## src/logic/acs_pkg.sv

```systemverilog
// Purpose: shared constants and types for the conversion sequencer
// Assumes: 50 MHz cpu clock, converter clock made by power-of-two division
// Notes: conversion timing is counted in half converter clock cycles
package acs_pkg;

	// ------------------------------------------------------------
	// widths and encodings
	// ------------------------------------------------------------
	localparam int RES_W = 10;
	localparam int CHAN_W = 4;
	localparam int PRESC_W = 7;
	localparam logic [2:0] TRIG_SEL_SELF = 3'h0;
	localparam logic [2:0] PRESC_TOP_SEL = 3'h7;
	localparam logic [PRESC_W-1:0] PRESC_FULL = 7'h7F;
	localparam logic FIRST_RESET = 1'b1;

	// ------------------------------------------------------------
	// timing in half converter cycles
	// ------------------------------------------------------------
	localparam logic [5:0] LEN_NORMAL = 6'h1A;
	localparam logic [5:0] SMP_NORMAL = 6'h03;
	localparam logic [5:0] LEN_FIRST = 6'h32;
	localparam logic [5:0] SMP_FIRST = 6'h1B;
	localparam logic [5:0] LEN_AUTO = 6'h1B;
	localparam logic [5:0] SMP_AUTO = 6'h04;
	localparam logic [5:0] LEN_FREE = 6'h1C;
	localparam logic [5:0] SMP_FREE = 6'h05;
	localparam logic [5:0] LAST_CYCLE_HALVES = 6'h02;

	// ------------------------------------------------------------
	// types
	// ------------------------------------------------------------
	typedef enum logic [1:0] {
		ACS_IDLE = 2'b00,
		ACS_WAIT = 2'b01,
		ACS_CONV = 2'b11
	} acs_state_type;

	typedef enum logic [1:0] {
		MODE_NORMAL = 2'b00,
		MODE_FIRST = 2'b01,
		MODE_AUTO = 2'b10,
		MODE_FREE = 2'b11
	} acs_mode_type;

	typedef struct packed {
		logic [5:0] len;
		logic [5:0] sample;
	} acs_timing_type;

	typedef struct packed {
		logic enable;
		logic auto_trigger_enable;
		logic [2:0] trigger_select;
		logic [2:0] prescale_select;
		logic left_adjust;
		logic reference_select;
		logic [CHAN_W-1:0] channel_select;
	} acs_ctrl_type;

	typedef struct packed {
		logic power;
		logic reference;
		logic [CHAN_W-1:0] channel;
		logic sample_hold;
		logic converting;
	} acs_analog_type;

	// ------------------------------------------------------------
	// functions
	// ------------------------------------------------------------
	function automatic acs_timing_type acs_timing(input acs_mode_type m);
		acs_timing_type t;
		unique case (m)
			MODE_NORMAL: t = '{len: LEN_NORMAL, sample: SMP_NORMAL};
			MODE_FIRST: t = '{len: LEN_FIRST, sample: SMP_FIRST};
			MODE_AUTO: t = '{len: LEN_AUTO, sample: SMP_AUTO};
			MODE_FREE: t = '{len: LEN_FREE, sample: SMP_FREE};
		endcase
		return t;
	endfunction

	// last count of one converter period; settings 0 and 1 both divide by 2
	function automatic logic [PRESC_W-1:0] acs_presc_last(input logic [2:0] sel);
		logic [2:0] eff;
		eff = (sel == 3'h0) ? 3'h1 : sel;
		return PRESC_FULL >> (PRESC_TOP_SEL - eff);
	endfunction

endpackage

```

## src/logic/acs_prescaler.sv

```systemverilog
// Purpose: converter clock prescaler giving rise and fall ticks
// Assumes: run follows the converter enable
// Notes: ticks are combinational from the registered count
`timescale 1ns/1ps
module acs_prescaler import acs_pkg::*; (
	input wire logic clk,
	input wire logic reset,
	input wire logic run,
	input wire logic restart,
	input wire logic [2:0] prescale_select,
	output logic tick_rise,
	output logic tick_fall
);

	typedef struct packed {
		logic [PRESC_W-1:0] cnt;
	} acs_presc_type;

	acs_presc_type r_reg;
	acs_presc_type r_next;
	logic [PRESC_W-1:0] last;

	assign last = acs_presc_last(prescale_select);
	assign tick_rise = run && !restart && (r_reg.cnt == last);
	assign tick_fall = run && !restart && (r_reg.cnt == (last >> 1));

	always_comb begin
		r_next = r_reg;
		// held at zero while disabled, restarted by a trigger
		if (!run || restart) begin
			r_next.cnt = '0;
		end else if (r_reg.cnt == last) begin
			r_next.cnt = '0;
		end else begin
			r_next.cnt = r_reg.cnt + 7'h01;
		end
	end

	always_ff @(posedge clk or posedge reset) begin
		if (reset) begin
			r_reg <= '0;
		end else begin
			r_reg <= r_next;
		end
	end
endmodule // acs_prescaler

```

## src/logic/acs_result.sv

```systemverilog
// Purpose: result byte pair with read lock and justification
// Assumes: low and high read strobes are one-cycle pulses
// Notes: lock set by low read, cleared by high read
`timescale 1ns/1ps
module acs_result import acs_pkg::*; (
	input wire logic clk,
	input wire logic reset,
	input wire logic done,
	input wire logic [RES_W-1:0] code,
	input wire logic left_adjust,
	input wire logic result_low_read,
	input wire logic result_high_read,
	output logic [7:0] result_low_byte,
	output logic [7:0] result_high_byte
);

	typedef struct packed {
		logic [7:0] lo;
		logic [7:0] hi;
		logic locked;
	} acs_res_type;

	acs_res_type r_reg;
	acs_res_type r_next;

	assign result_low_byte = r_reg.lo;
	assign result_high_byte = r_reg.hi;

	always_comb begin
		r_next = r_reg;
		if (result_high_read) begin
			r_next.locked = 1'b0;
		end
		if (result_low_read) begin
			r_next.locked = 1'b1;
		end
		// a blocked completion is dropped whole
		if (done && !r_reg.locked) begin
			if (left_adjust) begin
				r_next.hi = code[9:2];
				r_next.lo = {code[1:0], 6'h00};
			end else begin
				r_next.hi = {6'h00, code[9:8]};
				r_next.lo = code[7:0];
			end
		end
	end

	always_ff @(posedge clk or posedge reset) begin
		if (reset) begin
			r_reg <= '0;
		end else begin
			r_reg <= r_next;
		end
	end
endmodule // acs_result

```

## src/logic/acs_sequencer.sv

```systemverilog
// Purpose: conversion sequencer for a 10-bit successive-approximation converter
// Assumes: analog array delivers its code on analog_code by completion
// Notes: control bits arrive as plain ports in one struct
`timescale 1ns/1ps
module acs_sequencer import acs_pkg::*; (
	input wire logic clk,
	input wire logic reset,
	input wire logic converter_power_reduce,
	input wire acs_ctrl_type ctrl,
	input wire logic start_write,
	input wire logic [7:0] trigger_sources,
	input wire logic done_flag_clear,
	input wire logic result_low_read,
	input wire logic result_high_read,
	input wire logic [RES_W-1:0] analog_code,
	output logic start_conversion,
	output logic conversion_done_flag,
	output logic conversion_done,
	output logic [7:0] result_low_byte,
	output logic [7:0] result_high_byte,
	output acs_analog_type analog
);

	// ------------------------------------------------------------
	// state
	// ------------------------------------------------------------
	typedef struct packed {
		acs_state_type state;
		acs_mode_type mode;
		logic [5:0] hcnt;
		logic first;
		logic en;
		logic trig_s1;
		logic trig_s2;
		logic trig_prev;
		logic done_flag;
		logic done_pulse;
		logic sample_pulse;
		logic ref_applied;
		logic [CHAN_W-1:0] chan_applied;
	} acs_seq_type;

	acs_seq_type r_reg;
	acs_seq_type r_next;

	logic en;
	logic self_trig;
	logic trig_edge;
	logic auto_start;
	logic tick_rise;
	logic tick_fall;
	logic tick;
	logic [5:0] hcnt_inc;
	acs_timing_type timing;

	// ------------------------------------------------------------
	// decode
	// ------------------------------------------------------------
	// power reduction overrides the enable outright
	assign en = ctrl.enable && !converter_power_reduce;
	assign self_trig = ctrl.trigger_select == TRIG_SEL_SELF;
	// two sync flops plus edge register: three clocks of latency
	assign trig_edge = r_reg.trig_s2 && !r_reg.trig_prev;
	assign auto_start = en && ctrl.auto_trigger_enable && !self_trig
		&& trig_edge && (r_reg.state == ACS_IDLE);
	assign tick = tick_rise || tick_fall;
	assign hcnt_inc = r_reg.hcnt + 6'h01;
	assign timing = acs_timing(r_reg.mode);

	// ------------------------------------------------------------
	// prescaler
	// ------------------------------------------------------------
	acs_prescaler u_prescaler (
		.clk(clk),
		.reset(reset),
		.run(en),
		.restart(auto_start),
		.prescale_select(ctrl.prescale_select),
		.tick_rise(tick_rise),
		.tick_fall(tick_fall)
	);

	// ------------------------------------------------------------
	// sequencing
	// ------------------------------------------------------------
	always_comb begin
		r_next = r_reg;
		r_next.en = en;
		r_next.done_pulse = 1'b0;
		r_next.sample_pulse = 1'b0;
		r_next.trig_s1 = trigger_sources[ctrl.trigger_select];
		r_next.trig_s2 = r_reg.trig_s1;
		r_next.trig_prev = r_reg.trig_s2;
		if (done_flag_clear) begin
			r_next.done_flag = 1'b0;
		end
		if (!en) begin
			// disabling aborts and rearms the long first conversion
			r_next.state = ACS_IDLE;
			r_next.hcnt = '0;
			r_next.first = 1'b1;
		end else begin
			unique case (r_reg.state)
				ACS_IDLE: begin
					if (start_write) begin
						r_next.state = ACS_WAIT;
					end else if (auto_start) begin
						r_next.state = ACS_CONV;
						// a trigger can also start the long first conversion
						r_next.mode = r_reg.first ? MODE_FIRST : MODE_AUTO;
						r_next.hcnt = '0;
					end
				end
				ACS_WAIT: begin
					if (tick_rise) begin
						r_next.state = ACS_CONV;
						r_next.mode = r_reg.first ? MODE_FIRST : MODE_NORMAL;
						r_next.hcnt = '0;
					end
				end
				ACS_CONV: begin
					if (tick) begin
						r_next.hcnt = hcnt_inc;
						if (hcnt_inc == timing.sample) begin
							r_next.sample_pulse = 1'b1;
						end
						if (hcnt_inc == timing.len) begin
							// flag rises even if the result bytes are locked
							r_next.done_pulse = 1'b1;
							r_next.first = 1'b0;
							r_next.hcnt = '0;
							if (ctrl.auto_trigger_enable && self_trig) begin
								r_next.mode = MODE_FREE;
							end else begin
								r_next.state = ACS_IDLE;
							end
						end
					end
				end
				default: begin
					r_next.state = ACS_IDLE;
				end
			endcase
		end
		// set wins over a clear in the same cycle
		if (r_next.done_pulse) begin
			r_next.done_flag = 1'b1;
		end
		// selection buffer: frozen during conversion except its last cycle
		if (en && (r_reg.state != ACS_CONV
			|| r_reg.hcnt + LAST_CYCLE_HALVES >= timing.len)) begin
			r_next.ref_applied = ctrl.reference_select;
			r_next.chan_applied = ctrl.channel_select;
		end
	end

	always_ff @(posedge clk or posedge reset) begin
		if (reset) begin
			r_reg <= '0;
			r_reg.first <= FIRST_RESET;
		end else begin
			r_reg <= r_next;
		end
	end

	// ------------------------------------------------------------
	// result bytes
	// ------------------------------------------------------------
	acs_result u_result (
		.clk(clk),
		.reset(reset),
		.done(r_reg.done_pulse),
		.code(analog_code),
		.left_adjust(ctrl.left_adjust),
		.result_low_read(result_low_read),
		.result_high_read(result_high_read),
		.result_low_byte(result_low_byte),
		.result_high_byte(result_high_byte)
	);

	// ------------------------------------------------------------
	// outputs
	// ------------------------------------------------------------
	// start bit reads one from request until a completion that returns to idle, any start path
	assign start_conversion = r_reg.state != ACS_IDLE;
	assign conversion_done_flag = r_reg.done_flag;
	assign conversion_done = r_reg.done_pulse;
	assign analog.power = r_reg.en;
	assign analog.reference = r_reg.ref_applied;
	assign analog.channel = r_reg.chan_applied;
	assign analog.sample_hold = r_reg.sample_pulse;
	assign analog.converting = r_reg.state == ACS_CONV;
endmodule // acs_sequencer

```

## config.mk

```make
export PLATFORM = sky130hd
export DESIGN_NAME = acs_sequencer
export DESIGN_NICKNAME = d
export VERILOG_FILES = /design/src/logic/acs_pkg.sv /design/src/logic/acs_prescaler.sv /design/src/logic/acs_result.sv /design/src/logic/acs_sequencer.sv
export SDC_FILE = /design/constraint.sdc
export NUM_CORES = 1
export LEC_CHECK = 0
export BUFFER_PORTS_ARGS = -buffer_cell sky130_fd_sc_hd__clkbuf_2
export CORE_UTILIZATION = 51
export CTS_BUF_LIST = sky130_fd_sc_hd__clkbuf_8
export DETAILED_ROUTE_END_ITERATION = 8
export GPL_ROUTABILITY_DRIVEN = 0
export PLACE_DENSITY = 0.87
export SYNTH_ARGS = -nofsm -noshare
export SYNTH_HDL_FRONTEND = slang
export SYNTH_HIERARCHICAL = 1
export SYNTH_SLANG_ARGS = --single-unit
```

## constraint.sdc

```tcl
create_clock -name clk -period 2.5 [get_ports clk]
set_clock_uncertainty 0.15 [all_clocks]
set_input_delay 0.375 -clock clk [delete_from_list [all_inputs] [get_ports clk]]
set_output_delay 0.375 -clock clk [all_outputs]
set_load 0.05 [all_outputs]
```

Word level (Yosys, flattened, before mapping)
Index checks and enable logic that the tools add are counted.

storage, ports and cells
  bits in registers = 47
  bits in latches = 0
  memory bits (writable) = 0
  memory bits (read-only) = 0
  input port bits = 39
  output and inout bits = 27
  word-level logic and storage cells = 115
  memories kept = 0

operators by class
  add/subtract/negate cells = 4
  multiply operators = 0
  div/mod/pow operators = 0
  magnitude comparators = 2
  equal/unequal tests = 27
  shift-type cells = 1
  muxes and demuxes = 31
  bitwise logic cells = 0
  reduce and logical (&&, ||, !) cells = 33

operator list
  cell                                             number
  case mux 12 bit (4 select lines)                 1
  case mux 8 bit (3 select lines)                  1
  2-to-1 mux 11 bit                                2
  2-to-1 mux 7 bit                                 3
  2-to-1 mux 10 bit                                2
  2-to-1 mux 16 bit                                1
  2-to-1 mux 2 bit                                 8
  equality test 6 bit                              2
  logical AND 1 bit                                12
  != test 2 x 1 -> 1 bit, second input constant    6
  AND reduction 5 bit                              2
  2-to-1 mux 1 bit                                 9
  != test 3 x 2 -> 1 bit, second input constant    3
  != test 3 bit, second input constant             3
  2-to-1 mux 8 bit                                 1
  != test 2 bit, second input constant             4
  AND reduction 8 bit                              1
  adder 7 x 1 -> 7 bit, second input constant      1
  equality test 7 x 6 -> 1 bit                     1
  equality test 7 bit                              1
  >> shifter 7 x 3 -> 7 bit, first input constant  1
  adder 6 x 1 -> 6 bit, second input constant      1
  adder 6 x 2 -> 6 bit, second input constant      1
  equality test 2 bit, second input constant       3
  16 further kinds                                 28

Depth between registers and ports, before layout
Gate-level depths: netlist (run 1).

  depth after elaboration = 14
  mapped depth = 14
  mapped depth without buffers = 13

Cells and area by module
The synthesis (run 1) kept the hierarchy.

modules (own cells, without submodules)
  module         instances  cells an instance  area an instance (µm²)  seq. area each (µm²)
  acs_sequencer  1          156                1472.7                  576.8
  acs_result     1          79                 938.4                   425.4
  acs_prescaler  1          75                 640.6                   175.2

Least setup slack after synthesis (run 1)
OpenSTA, ideal clock, no wires.

  path kind = input port to flip-flop
  start = input port converter_power_reduce
  end = register r_reg[19] in the netlist's numbering
  setup time = 0.123 ns
  arrival time = 2.643 ns
  required time = 2.227 ns
  slack = -0.416 ns
  cell stages on the path = 14
  path buffers = 2
  cells stage by stage = nand2b_1 -> nor4_2 -> nor3b_1 -> nand2b_1 -> clkbuf_1 -> nor3_1 -> o21ai_0 -> a2111oi_1 -> a21o_1 -> a22oi_1 -> clkbuf_1 -> nor2_1 -> o22ai_1 -> a21oi_1

between the ends
  word-level cells in the longest chain between the ends = 12
  elaborated cells on any way between the ends = 15
  those cells by class = eq/ne: 3; reduce/logical: 12

RTL lines
  what                                     RTL line              RTL
  from (decl)                              acs_sequencer.sv:8    input wire logic converter_power_reduce,
  zero test 1 bit                          acs_sequencer.sv:60   assign en = ctrl.enable && !converter_power_reduce;
  logical AND 1 bit                        acs_sequencer.sv:60
  logical AND 1 bit (2 in a row)           acs_sequencer.sv:64   assign auto_start = en && ctrl.auto_trigger_enable && !self_trig
  logical AND 1 bit (2 in a row)           acs_sequencer.sv:65   && trig_edge && (r_reg.state == ACS_IDLE);
  named net auto_start                     acs_sequencer.sv:49   logic auto_start;
  zero test 1 bit                          acs_prescaler.sv:25   assign tick_fall = run && !restart && (r_reg.cnt == (last >> 1));
  logical AND 1 bit (2 in a row)           acs_prescaler.sv:25
  named net tick_fall                      acs_sequencer.sv:51   logic tick_fall;
  logical OR 1 bit                         acs_sequencer.sv:66   assign tick = tick_rise || tick_fall;
  != test 2 x 1 -> 1 bit (no source line)  -
  AND reduction 8 bit (no source line)     -
  to (signal assigned)                     acs_sequencer.sv:162  r_reg <= r_next;
  to (decl)                                acs_sequencer.sv:43   acs_seq_type r_reg;

The timed path passes the listed nets, and every way through them passes these cells.
A chain may end at the register's enable or synchronous reset.

Worst setup path after layout (run 1)
  start = register r_reg, in the netlist r_next[8]
  end = register r_reg[15] in the netlist's numbering

between the ends
  word-level cells in the longest chain between the ends = 9
  elaborated cells on any way between the ends = 12
  those cells by class = eq/ne: 3; reduce/logical: 9

RTL lines
  what                                     RTL line             RTL
  logical AND 1 bit                        acs_sequencer.sv:63  assign trig_edge = r_reg.trig_s2 && !r_reg.trig_prev;
  logical AND 1 bit (2 in a row)           acs_sequencer.sv:65
  named net auto_start                     acs_sequencer.sv:49
  zero test 1 bit                          acs_prescaler.sv:25
  logical AND 1 bit (2 in a row)           acs_prescaler.sv:25
  named net tick_fall                      acs_sequencer.sv:51
  logical OR 1 bit                         acs_sequencer.sv:66
  != test 3 x 2 -> 1 bit (no source line)  -
  AND reduction 5 bit (no source line)     -

The timed path passes the listed nets, and every way through them passes these cells.

==> metrics.md, run 1 <==
| Metric | Value |
|---|---|
| # clock sinks | `47` |
| Final wirelength | `6370 um` |
| Wire length per cell | `14.2 um` |
| Largest family of logic cells by synthesized area | `simple AND/OR/NAND/NOR gates` |
| Status | `complete, but fails checks` |
| Row count | `27` |
| GR Layer Usage met3 | `about 3.6%` |
| Synth Flop Type | `dfrtp_1` |
| Cells after synthesis | `310` |
| Dpl hpwl | `4760 um` |
| Layout Area Growth over Synthesis | `18.9%` |
| Setup Crit Path Kind | `register to register` |
| Max_slew headroom | `around two fifths` |
| N_diodes | `0` |
| Fillers | `461` |
| Tightest Pin Transition | `0.907 ns` |
| Cell Pwr Density | `435 nW/um2` |
| Maximum fanout along the worst path | `3` |
| Xor and xnor area share after synthesis | `about 4.6%` |
| Fmax | `399 MHz` |
| Peak VDD IR | `0.232 mV` |
| CTS H-Tree Depth | `2` |
| Critical path arrival | `approximately 2.6 ns` |
| CTS clk-pin slew, worst paths | `approximately 0.090 ns` |
| Global-route wire length before repair | `10500 um` |
| Minimum clock period | `between 2 and 3 ns` |
| CP endpoint kind | `register` |
| CTS max path bufs | `2` |
| Final hold vios | `0` |
| Max Cap Viol | `0` |
| Mux share of post-synthesis cell area | `11.8%` |
| Starting DRT DRC Count | `99` |
| Total CTS buffers | `5` |
| Cell area after placement | `3460 um2` |
| RSZ-0062 raised after global routing | `true` |
| DIE WIDTH | `just under 80 um` |
| FF+latch count, synth | `47` |
| Startpoint type of the worst setup path | `register` |
| Vias | `2402` |
| Die Y | `just under 80 um` |
| Total track usage | `21.7%` |
| Seq/Total Area, Yosys | `38.6%` |
| P_leak | `1.73 nW` |
| Post-synthesis compound-gate area fraction | `12.8%` |
| Worst skew pair latency | `0.30 ns` |
| Die Area | `roughly 6300 um2` |
| Total gr overflow | `0` |
| Post-synthesis simple-gate area fraction | `16.3%` |
| DRC Markers | `0` |
| Most common cell after layout, fill and taps aside | `clkbuf_2` |
| Post-synth cell types | `60` |
| Port Buf Inserts | `65` |
| ANT nets after route | `0` |
| Synth Area in Adders | `3.28%` |
| Slew Viols, Final | `0` |
| Setup-violating endpoint count in the final report | `1` |
| Hold Path Class | `input port to register` |
| Failing checks | `setup timing` |
| Largest net degree at the start of global routing | `24` |
| Vias/cell | `5.37` |
| Final #Nets | `421` |
| Post-synth EDFFs | `0` |
| Yosys warning count | `6` |
| Asr flop ratio synth | `100%` |
| Initial Utilization | `54.1%` |
| Core area | `5640 um2` |
| Netlist Area Pre-Place | `3050 um2` |
| Io pins | `66` |
| M2 GR Usage | `37.9%` |
| Most Crowded Layer GR | `met2` |
| Initial antenna violation count | `0` |
| Most frequent cells in the layout | `clkbuf_2 (65), dfrtp_1 (45), buf_4 (31)` |
| Vias in the first global route | `2397` |
| Post-route cell area | `3630 um2` |
| Period utilisation layout | `100%` |
| CP Data Required Time | `around 2.6 ns` |
| M1 GR Usage | `26.8%` |
| Clk root buf | `clkbuf_8` |
| Synthesized area per cell | `9.84 um2` |
| Drt pass-1 iters | `4` |
| Layout cells sized above 1 | `40.5%` |
| Max reg flops | `12` |
| Syn_nets | `357` |
| Fin Hold WS | `0.0934 ns` |
| TritonCTS clock tree | `yes` |
| Setup WS post-layout | `-0.00321 ns` |
## cell type report
class / count / area, um2 / area share, %
Clock buffer: 5 / 68.8 / 1.90
Clock inverter: 3 / 23.8 / 0.655
Inverter: 22 / 82.6 / 2.28
Multi-Input combinational cell: 200 / 1600 / 44.2
Sequential cell: 47 / 1180 / 32.5
Tap cell: 72 / 90.1 / 2.48
Timing Repair Buffer: 98 / 579 / 16.0
## worst paths after layout
path                                 start              endpoint  slack [ns]  depth (start not counted)
setup / recovery                 r_next[8]             r_reg[15]      -0.003                         13
hold / removal             result_low_read     u_result/r_reg[0]        0.09                          2
setup reg to reg                 r_next[8]             r_reg[15]      -0.003                         13
hold reg to reg                  r_next[9]             r_next[8]        0.21                          0
max in group asynchronous            reset  conversion_done_flag        0.97                          3
min in group asynchronous            reset  u_prescaler/r_reg[6]        0.40                          3
## report_power, final
part	internal [W]	total (W)	leakage, nW	switching [W]
sequential	0.000788	0.000809	0.595	0.0000210
combinational	0.000115	0.000291	1.09	0.000176
clock	0.000200	0.000477	0.0408	0.000277
total	0.00110	0.00158	1.73	0.000474
## routing by layer
| layer | vias up | wire length (um) |
|---|---|---|
| li1 | 1183 | - |
| met4 | 0 | 99 |
| met5 | - | 0 |
| met2 | 71 | 3260 |
| met3 | 7 | 284 |
| met1 | 1141 | 2730 |
## metrics by stage
step | power, W | TNS [ns] | setup slack [ns] | util [%] | cells
finish | 0.00158 | -0.00321 | -0.00321 | 64.3 | 447
global route | 0.00166 | -0.387 | -0.102 | 64.3 | 447
CTS | 0.00159 | 0 | 0.0121 | 63.1 | 445
detailed placement | 0.00111 | -1.77 | -0.233 | 61.3 | 436
global placement | 0.00110 | -1.01 | -0.131 | 61.3 | 436
floorplan | 0.00103 | -0.489 | -0.0907 | - | 310
## kinds of logic after synthesis
| group | after synthesis |
|---|---|
| AOI/OAI and AO/OA | 54 |
| xor gates and xnor gates | 16 |
| adders and majority gates | 8 |
| buffers and inverters | 63 |
| DFF | 47 |
| muxes | 28 |
| and+or+nand+nor | 94 |
## synthesized netlist by cell type, types with 5 or more instances
master / instances / share of area, %
a211oi_1: 9 / 2.2
a21oi_1: 14 / 2.3
a22oi_1: 5 / 1.2
buf_4: 26 / 6.4
buf_6: 6 / 2.2
clkbuf_1: 5 / 0.62
dfrtp_1: 46 / 38
ha_1: 8 / 3.3
inv_1: 20 / 2.5
mux2_1: 5 / 1.8
mux2_2: 7 / 2.6
mux2_4: 8 / 3.9
mux2i_1: 6 / 2.0
nand2_1: 19 / 2.3
nand3_1: 10 / 1.6
nor2_1: 20 / 2.5
nor2b_1: 11 / 2.3
nor3_1: 8 / 1.3
o21ai_0: 5 / 0.82
xnor2_1: 6 / 1.7
xor2_1: 10 / 2.9
## timing repair
| item | CTS | global route |
|---|---|---|
| pin swaps | 1 | 8 |
| hold endpoints to repair | 7 | 0 |
| resized for setup | 0 | 11 |
| buffers inserted | 0 | 2 |
| hold buffers | 1 | 0 |
| setup endpoints to repair | 4 | 13 |
| gates cloned | 0 | 0 |
## critical path, cell delays in order, from the launching register on
cell and delay [ns]:
dfrtp_1 0.40, nand2_2 0.08, nor4_4 0.04, nor3b_2 0.16, nand2b_4 0.14, nor3_2 0.14, o21ai_2 0.11, a2111oi_4 0.37
a21o_1 0.20, a22oi_2 0.08, buf_4 0.15, nor3b_2 0.15, o211ai_1 0.09, a21oi_1 0.15
(Power assumes the default switching activity.)
==> run 2, diff against run 1 <==
Settings changed: CORE_UTILIZATION 51 to 55, CTS_CLUSTER_SIZE set to 10, PLACE_DENSITY 0.87 to 0.89, SKIP_LAST_GASP set to 1.
Clock period 2.5 ns to 3.16 ns, I/O delays scaled along.
==> metrics.md, run 2 (synthesized netlist as in run 1, its figures left out) <==
| Metric | Value |
|---|---|
| Most frequent cells in the layout | `clkbuf_2 (65), dfrtp_1 (46), inv_1 (21) (was clkbuf_2 (65), dfrtp_1 (45), buf_4 (31))` |
| Starting DRT DRC Count | `93 (was 99)` |
| N_diodes | `0 (unchanged)` |
| Drt pass-1 iters | `4 (unchanged)` |
| Max reg flops | `12 (unchanged)` |
| Peak VDD IR | `0.308 mV (was 0.232 mV)` |
| CP max stage delay | `0.56 ns (was 0.40 ns)` |
| CP delay by family, top | `compound AO/OA/AOI/OAI gates (unchanged)` |
| Worst skew pair latency | `0.30 ns (about the same)` |
| Final Power | `0.00135 W (was 0.00158 W)` |
| Hold Path Class | `register to register (was input port to register)` |
| Die Y | `76.5 um (was 79.4 um)` |
| Port Buf Inserts | `65 (unchanged)` |
| Final hold vios | `0 (unchanged)` |
| Critical path arrival | `2.71 ns (was 2.59 ns)` |
| CP endpoint kind | `register (unchanged)` |
| Io pins | `66 (unchanged)` |
| Global-route wire length before repair | `10400 um (was 10500 um)` |
| CP most frequent cell | `nor3_1 (was nor3b_2)` |
| Final wirelength | `6000 um (was 6370 um)` |
| Final #Nets | `394 (was 421)` |
| Tightest Pin Transition | `0.962 ns (was 0.907 ns)` |
| Setup-violating endpoint count in the final report | `0 (was 1)` |
| Total track usage | `22.0% (was 21.7%)` |
| Most common cell after layout, fill and taps aside | `clkbuf_2 (unchanged)` |
| TritonCTS clock tree | `yes (unchanged)` |
| CP max-delay cell | `a2111oi_0 (was dfrtp_1)` |
| # clock sinks | `47 (unchanged)` |
| Dpl hpwl | `4420 um (was 4760 um)` |
| DIE WIDTH | `76.5 um (was 79.4 um)` |
| Core area | `5240 um2 (was 5640 um2)` |
| Period utilisation layout | `86.6%` |
| RSZ-0062 raised after global routing | `false (was true)` |
| Fillers | `447 (was 461)` |
| CTS H-Tree Depth | `2 (unchanged)` |
| Startpoint type of the worst setup path | `input port (was register)` |
| Total CTS buffers | `5 (unchanged)` |
| Vias in the first global route | `2259 (was 2397)` |
| CTS max path bufs | `2 (unchanged)` |
| Vias/cell | `5.59 (was 5.37)` |
| Largest net degree at the start of global routing | `24 (unchanged)` |
| Maximum fanout along the worst path | `4 (was 3)` |
| Initial antenna violation count | `0 (unchanged)` |
| Row count | `26 (was 27)` |
| DRC Markers | `0 (unchanged)` |
| Layout Area Growth over Synthesis | `9.88% (was 18.9%)` |
| Status | `complete, no violations (was complete, but fails checks)` |
| Slew Viols, Final | `0 (unchanged)` |
| Max_slew headroom | `35.6% (was 39.5%)` |
| Setup Crit Path Kind | `input port to register (was register to register)` |
| Die Area | `5850 um2 (was 6300 um2)` |
| Total gr overflow | `0 (unchanged)` |
| Layout cells sized above 1 | `31.0% (was 40.5%)` |
| Wire length per cell | `14.4 um (was 14.2 um)` |
| Max Cap Viol | `0 (unchanged)` |
| Buffers plus inverters on the worst setup path | `2 (was 1)` |
| P_leak | `1.61 nW (was 1.73 nW)` |
| Minimum clock period | `2.74 ns` |
| CP Data Required Time | `3.14 ns (was 2.59 ns)` |
| Cell Pwr Density | `404 nW/um2 (was 435 nW/um2)` |
| CP Cell Sequence | `clkbuf_2, nor3_1, nor4_2, nor3b_1, nand2b_1, nor3_1, o21ai_0, a2111oi_2, buf_4, o211ai_1, a2111oi_0 (was nand2_2, nor4_4, nor3b_2, nand2b_4, nor3_2, o21ai_2, a2111oi_4, a21o_1, a22oi_2, buf_4, nor3b_2, o211ai_1, a21oi_1)` |
| Sum of negative setup slack | `0 ns (was -0.00321 ns)` |
| CTS clk-pin slew, worst paths | `0.09 ns (about the same)` |
| Initial Utilization | `58.3% (was 54.1%)` |
| Vias | `2338 (was 2402)` |
| Clk root buf | `clkbuf_8 (unchanged)` |
| ANT nets after route | `0 (unchanged)` |
| Fmax | `366 MHz` |
run 2: cell count changes in the layout (fill, tap and decap cells not counted), sizes merged:
cell | previous run | this run
buf | 32 | 5
bufinv | 0 | 2
clkinvlp | 2 | 0
run 2: cell type report:
class	count	area [um2]	share of cell area (%)
Inverter	22	82.6	2.46
Multi-Input combinational cell	200	1500	44.7
Sequential cell	47	1180	35.1
Tap cell	70	87.6	2.61
Clock inverter	3	63.8	1.90
Timing Repair Buffer	71	373	11.1
Clock buffer	5	68.8	2.05
run 2: through the flow:
stage	utilization, %	area, um2	setup WS (ns)	hold WS, ns	cells
3_3_place_gp	61.1	3200	0.138	0.185	409
3_5_place_dp	61.1	3200	0.0442	0.187	409
4_1_cts	63.8	3340	0.336	0.215	418
2_1_floorplan	-	3050	0.145	0.127	310
6_report	64.0	3350	0.425	0.220	418
5_1_grt	64.0	3350	0.125	0.223	418
run 2: path summary, 6_finish.rpt:
| check | startpoint | endpoint | slack (ns) | depth (start not counted) |
|---|---|---|---|---|
| min in group asynchronous | reset | u_prescaler/r_reg[5] | 0.52 | 3 |
| setup / recovery | ctrl[9] | analog[1] | 0.42 | 11 |
| setup reg to reg | u_prescaler/r_reg[4] | analog[1] | 0.45 | 5 |
| hold reg to reg | r_next[9] | r_next[8] | 0.22 | 0 |
| hold / removal | r_next[9] | r_next[8] | 0.22 | 0 |
| max in group asynchronous | reset | analog[4] | 1.52 | 3 |
run 2: power by group:
| group | total (W) | leakage [nW] | internal, W | switching [W] |
|---|---|---|---|---|
| clock | 0.000508 | 0.0695 | 0.000313 | 0.000195 |
| combinational | 0.000204 | 0.941 | 0.0000760 | 0.000128 |
| sequential | 0.000642 | 0.597 | 0.000624 | 0.0000184 |
run 2: routing by layer:
| layer | global-route usage [%] | vias to the layer above | part of all wire, % |
|---|---|---|---|
| met3 | 2.75 | 5 | 4.1 |
| met2 | 37.3 | 72 | 49 |
| met5 | 0 | - | 0 |
| met1 | 28.9 | 1132 | 46 |
| met4 | 7.69 | 0 | 1.2 |
| li1 | - | 1129 | - |
run 2: what timing repair did:
| item | 4_1_cts | 5_1_grt |
|---|---|---|
| setup buffers | 0 | 0 |
| resized for setup | 0 | 2 |
| endpoints found under the hold margin | 7 | 0 |
| endpoints found under the setup margin | 0 | 3 |
| hold buffers | 1 | 0 |
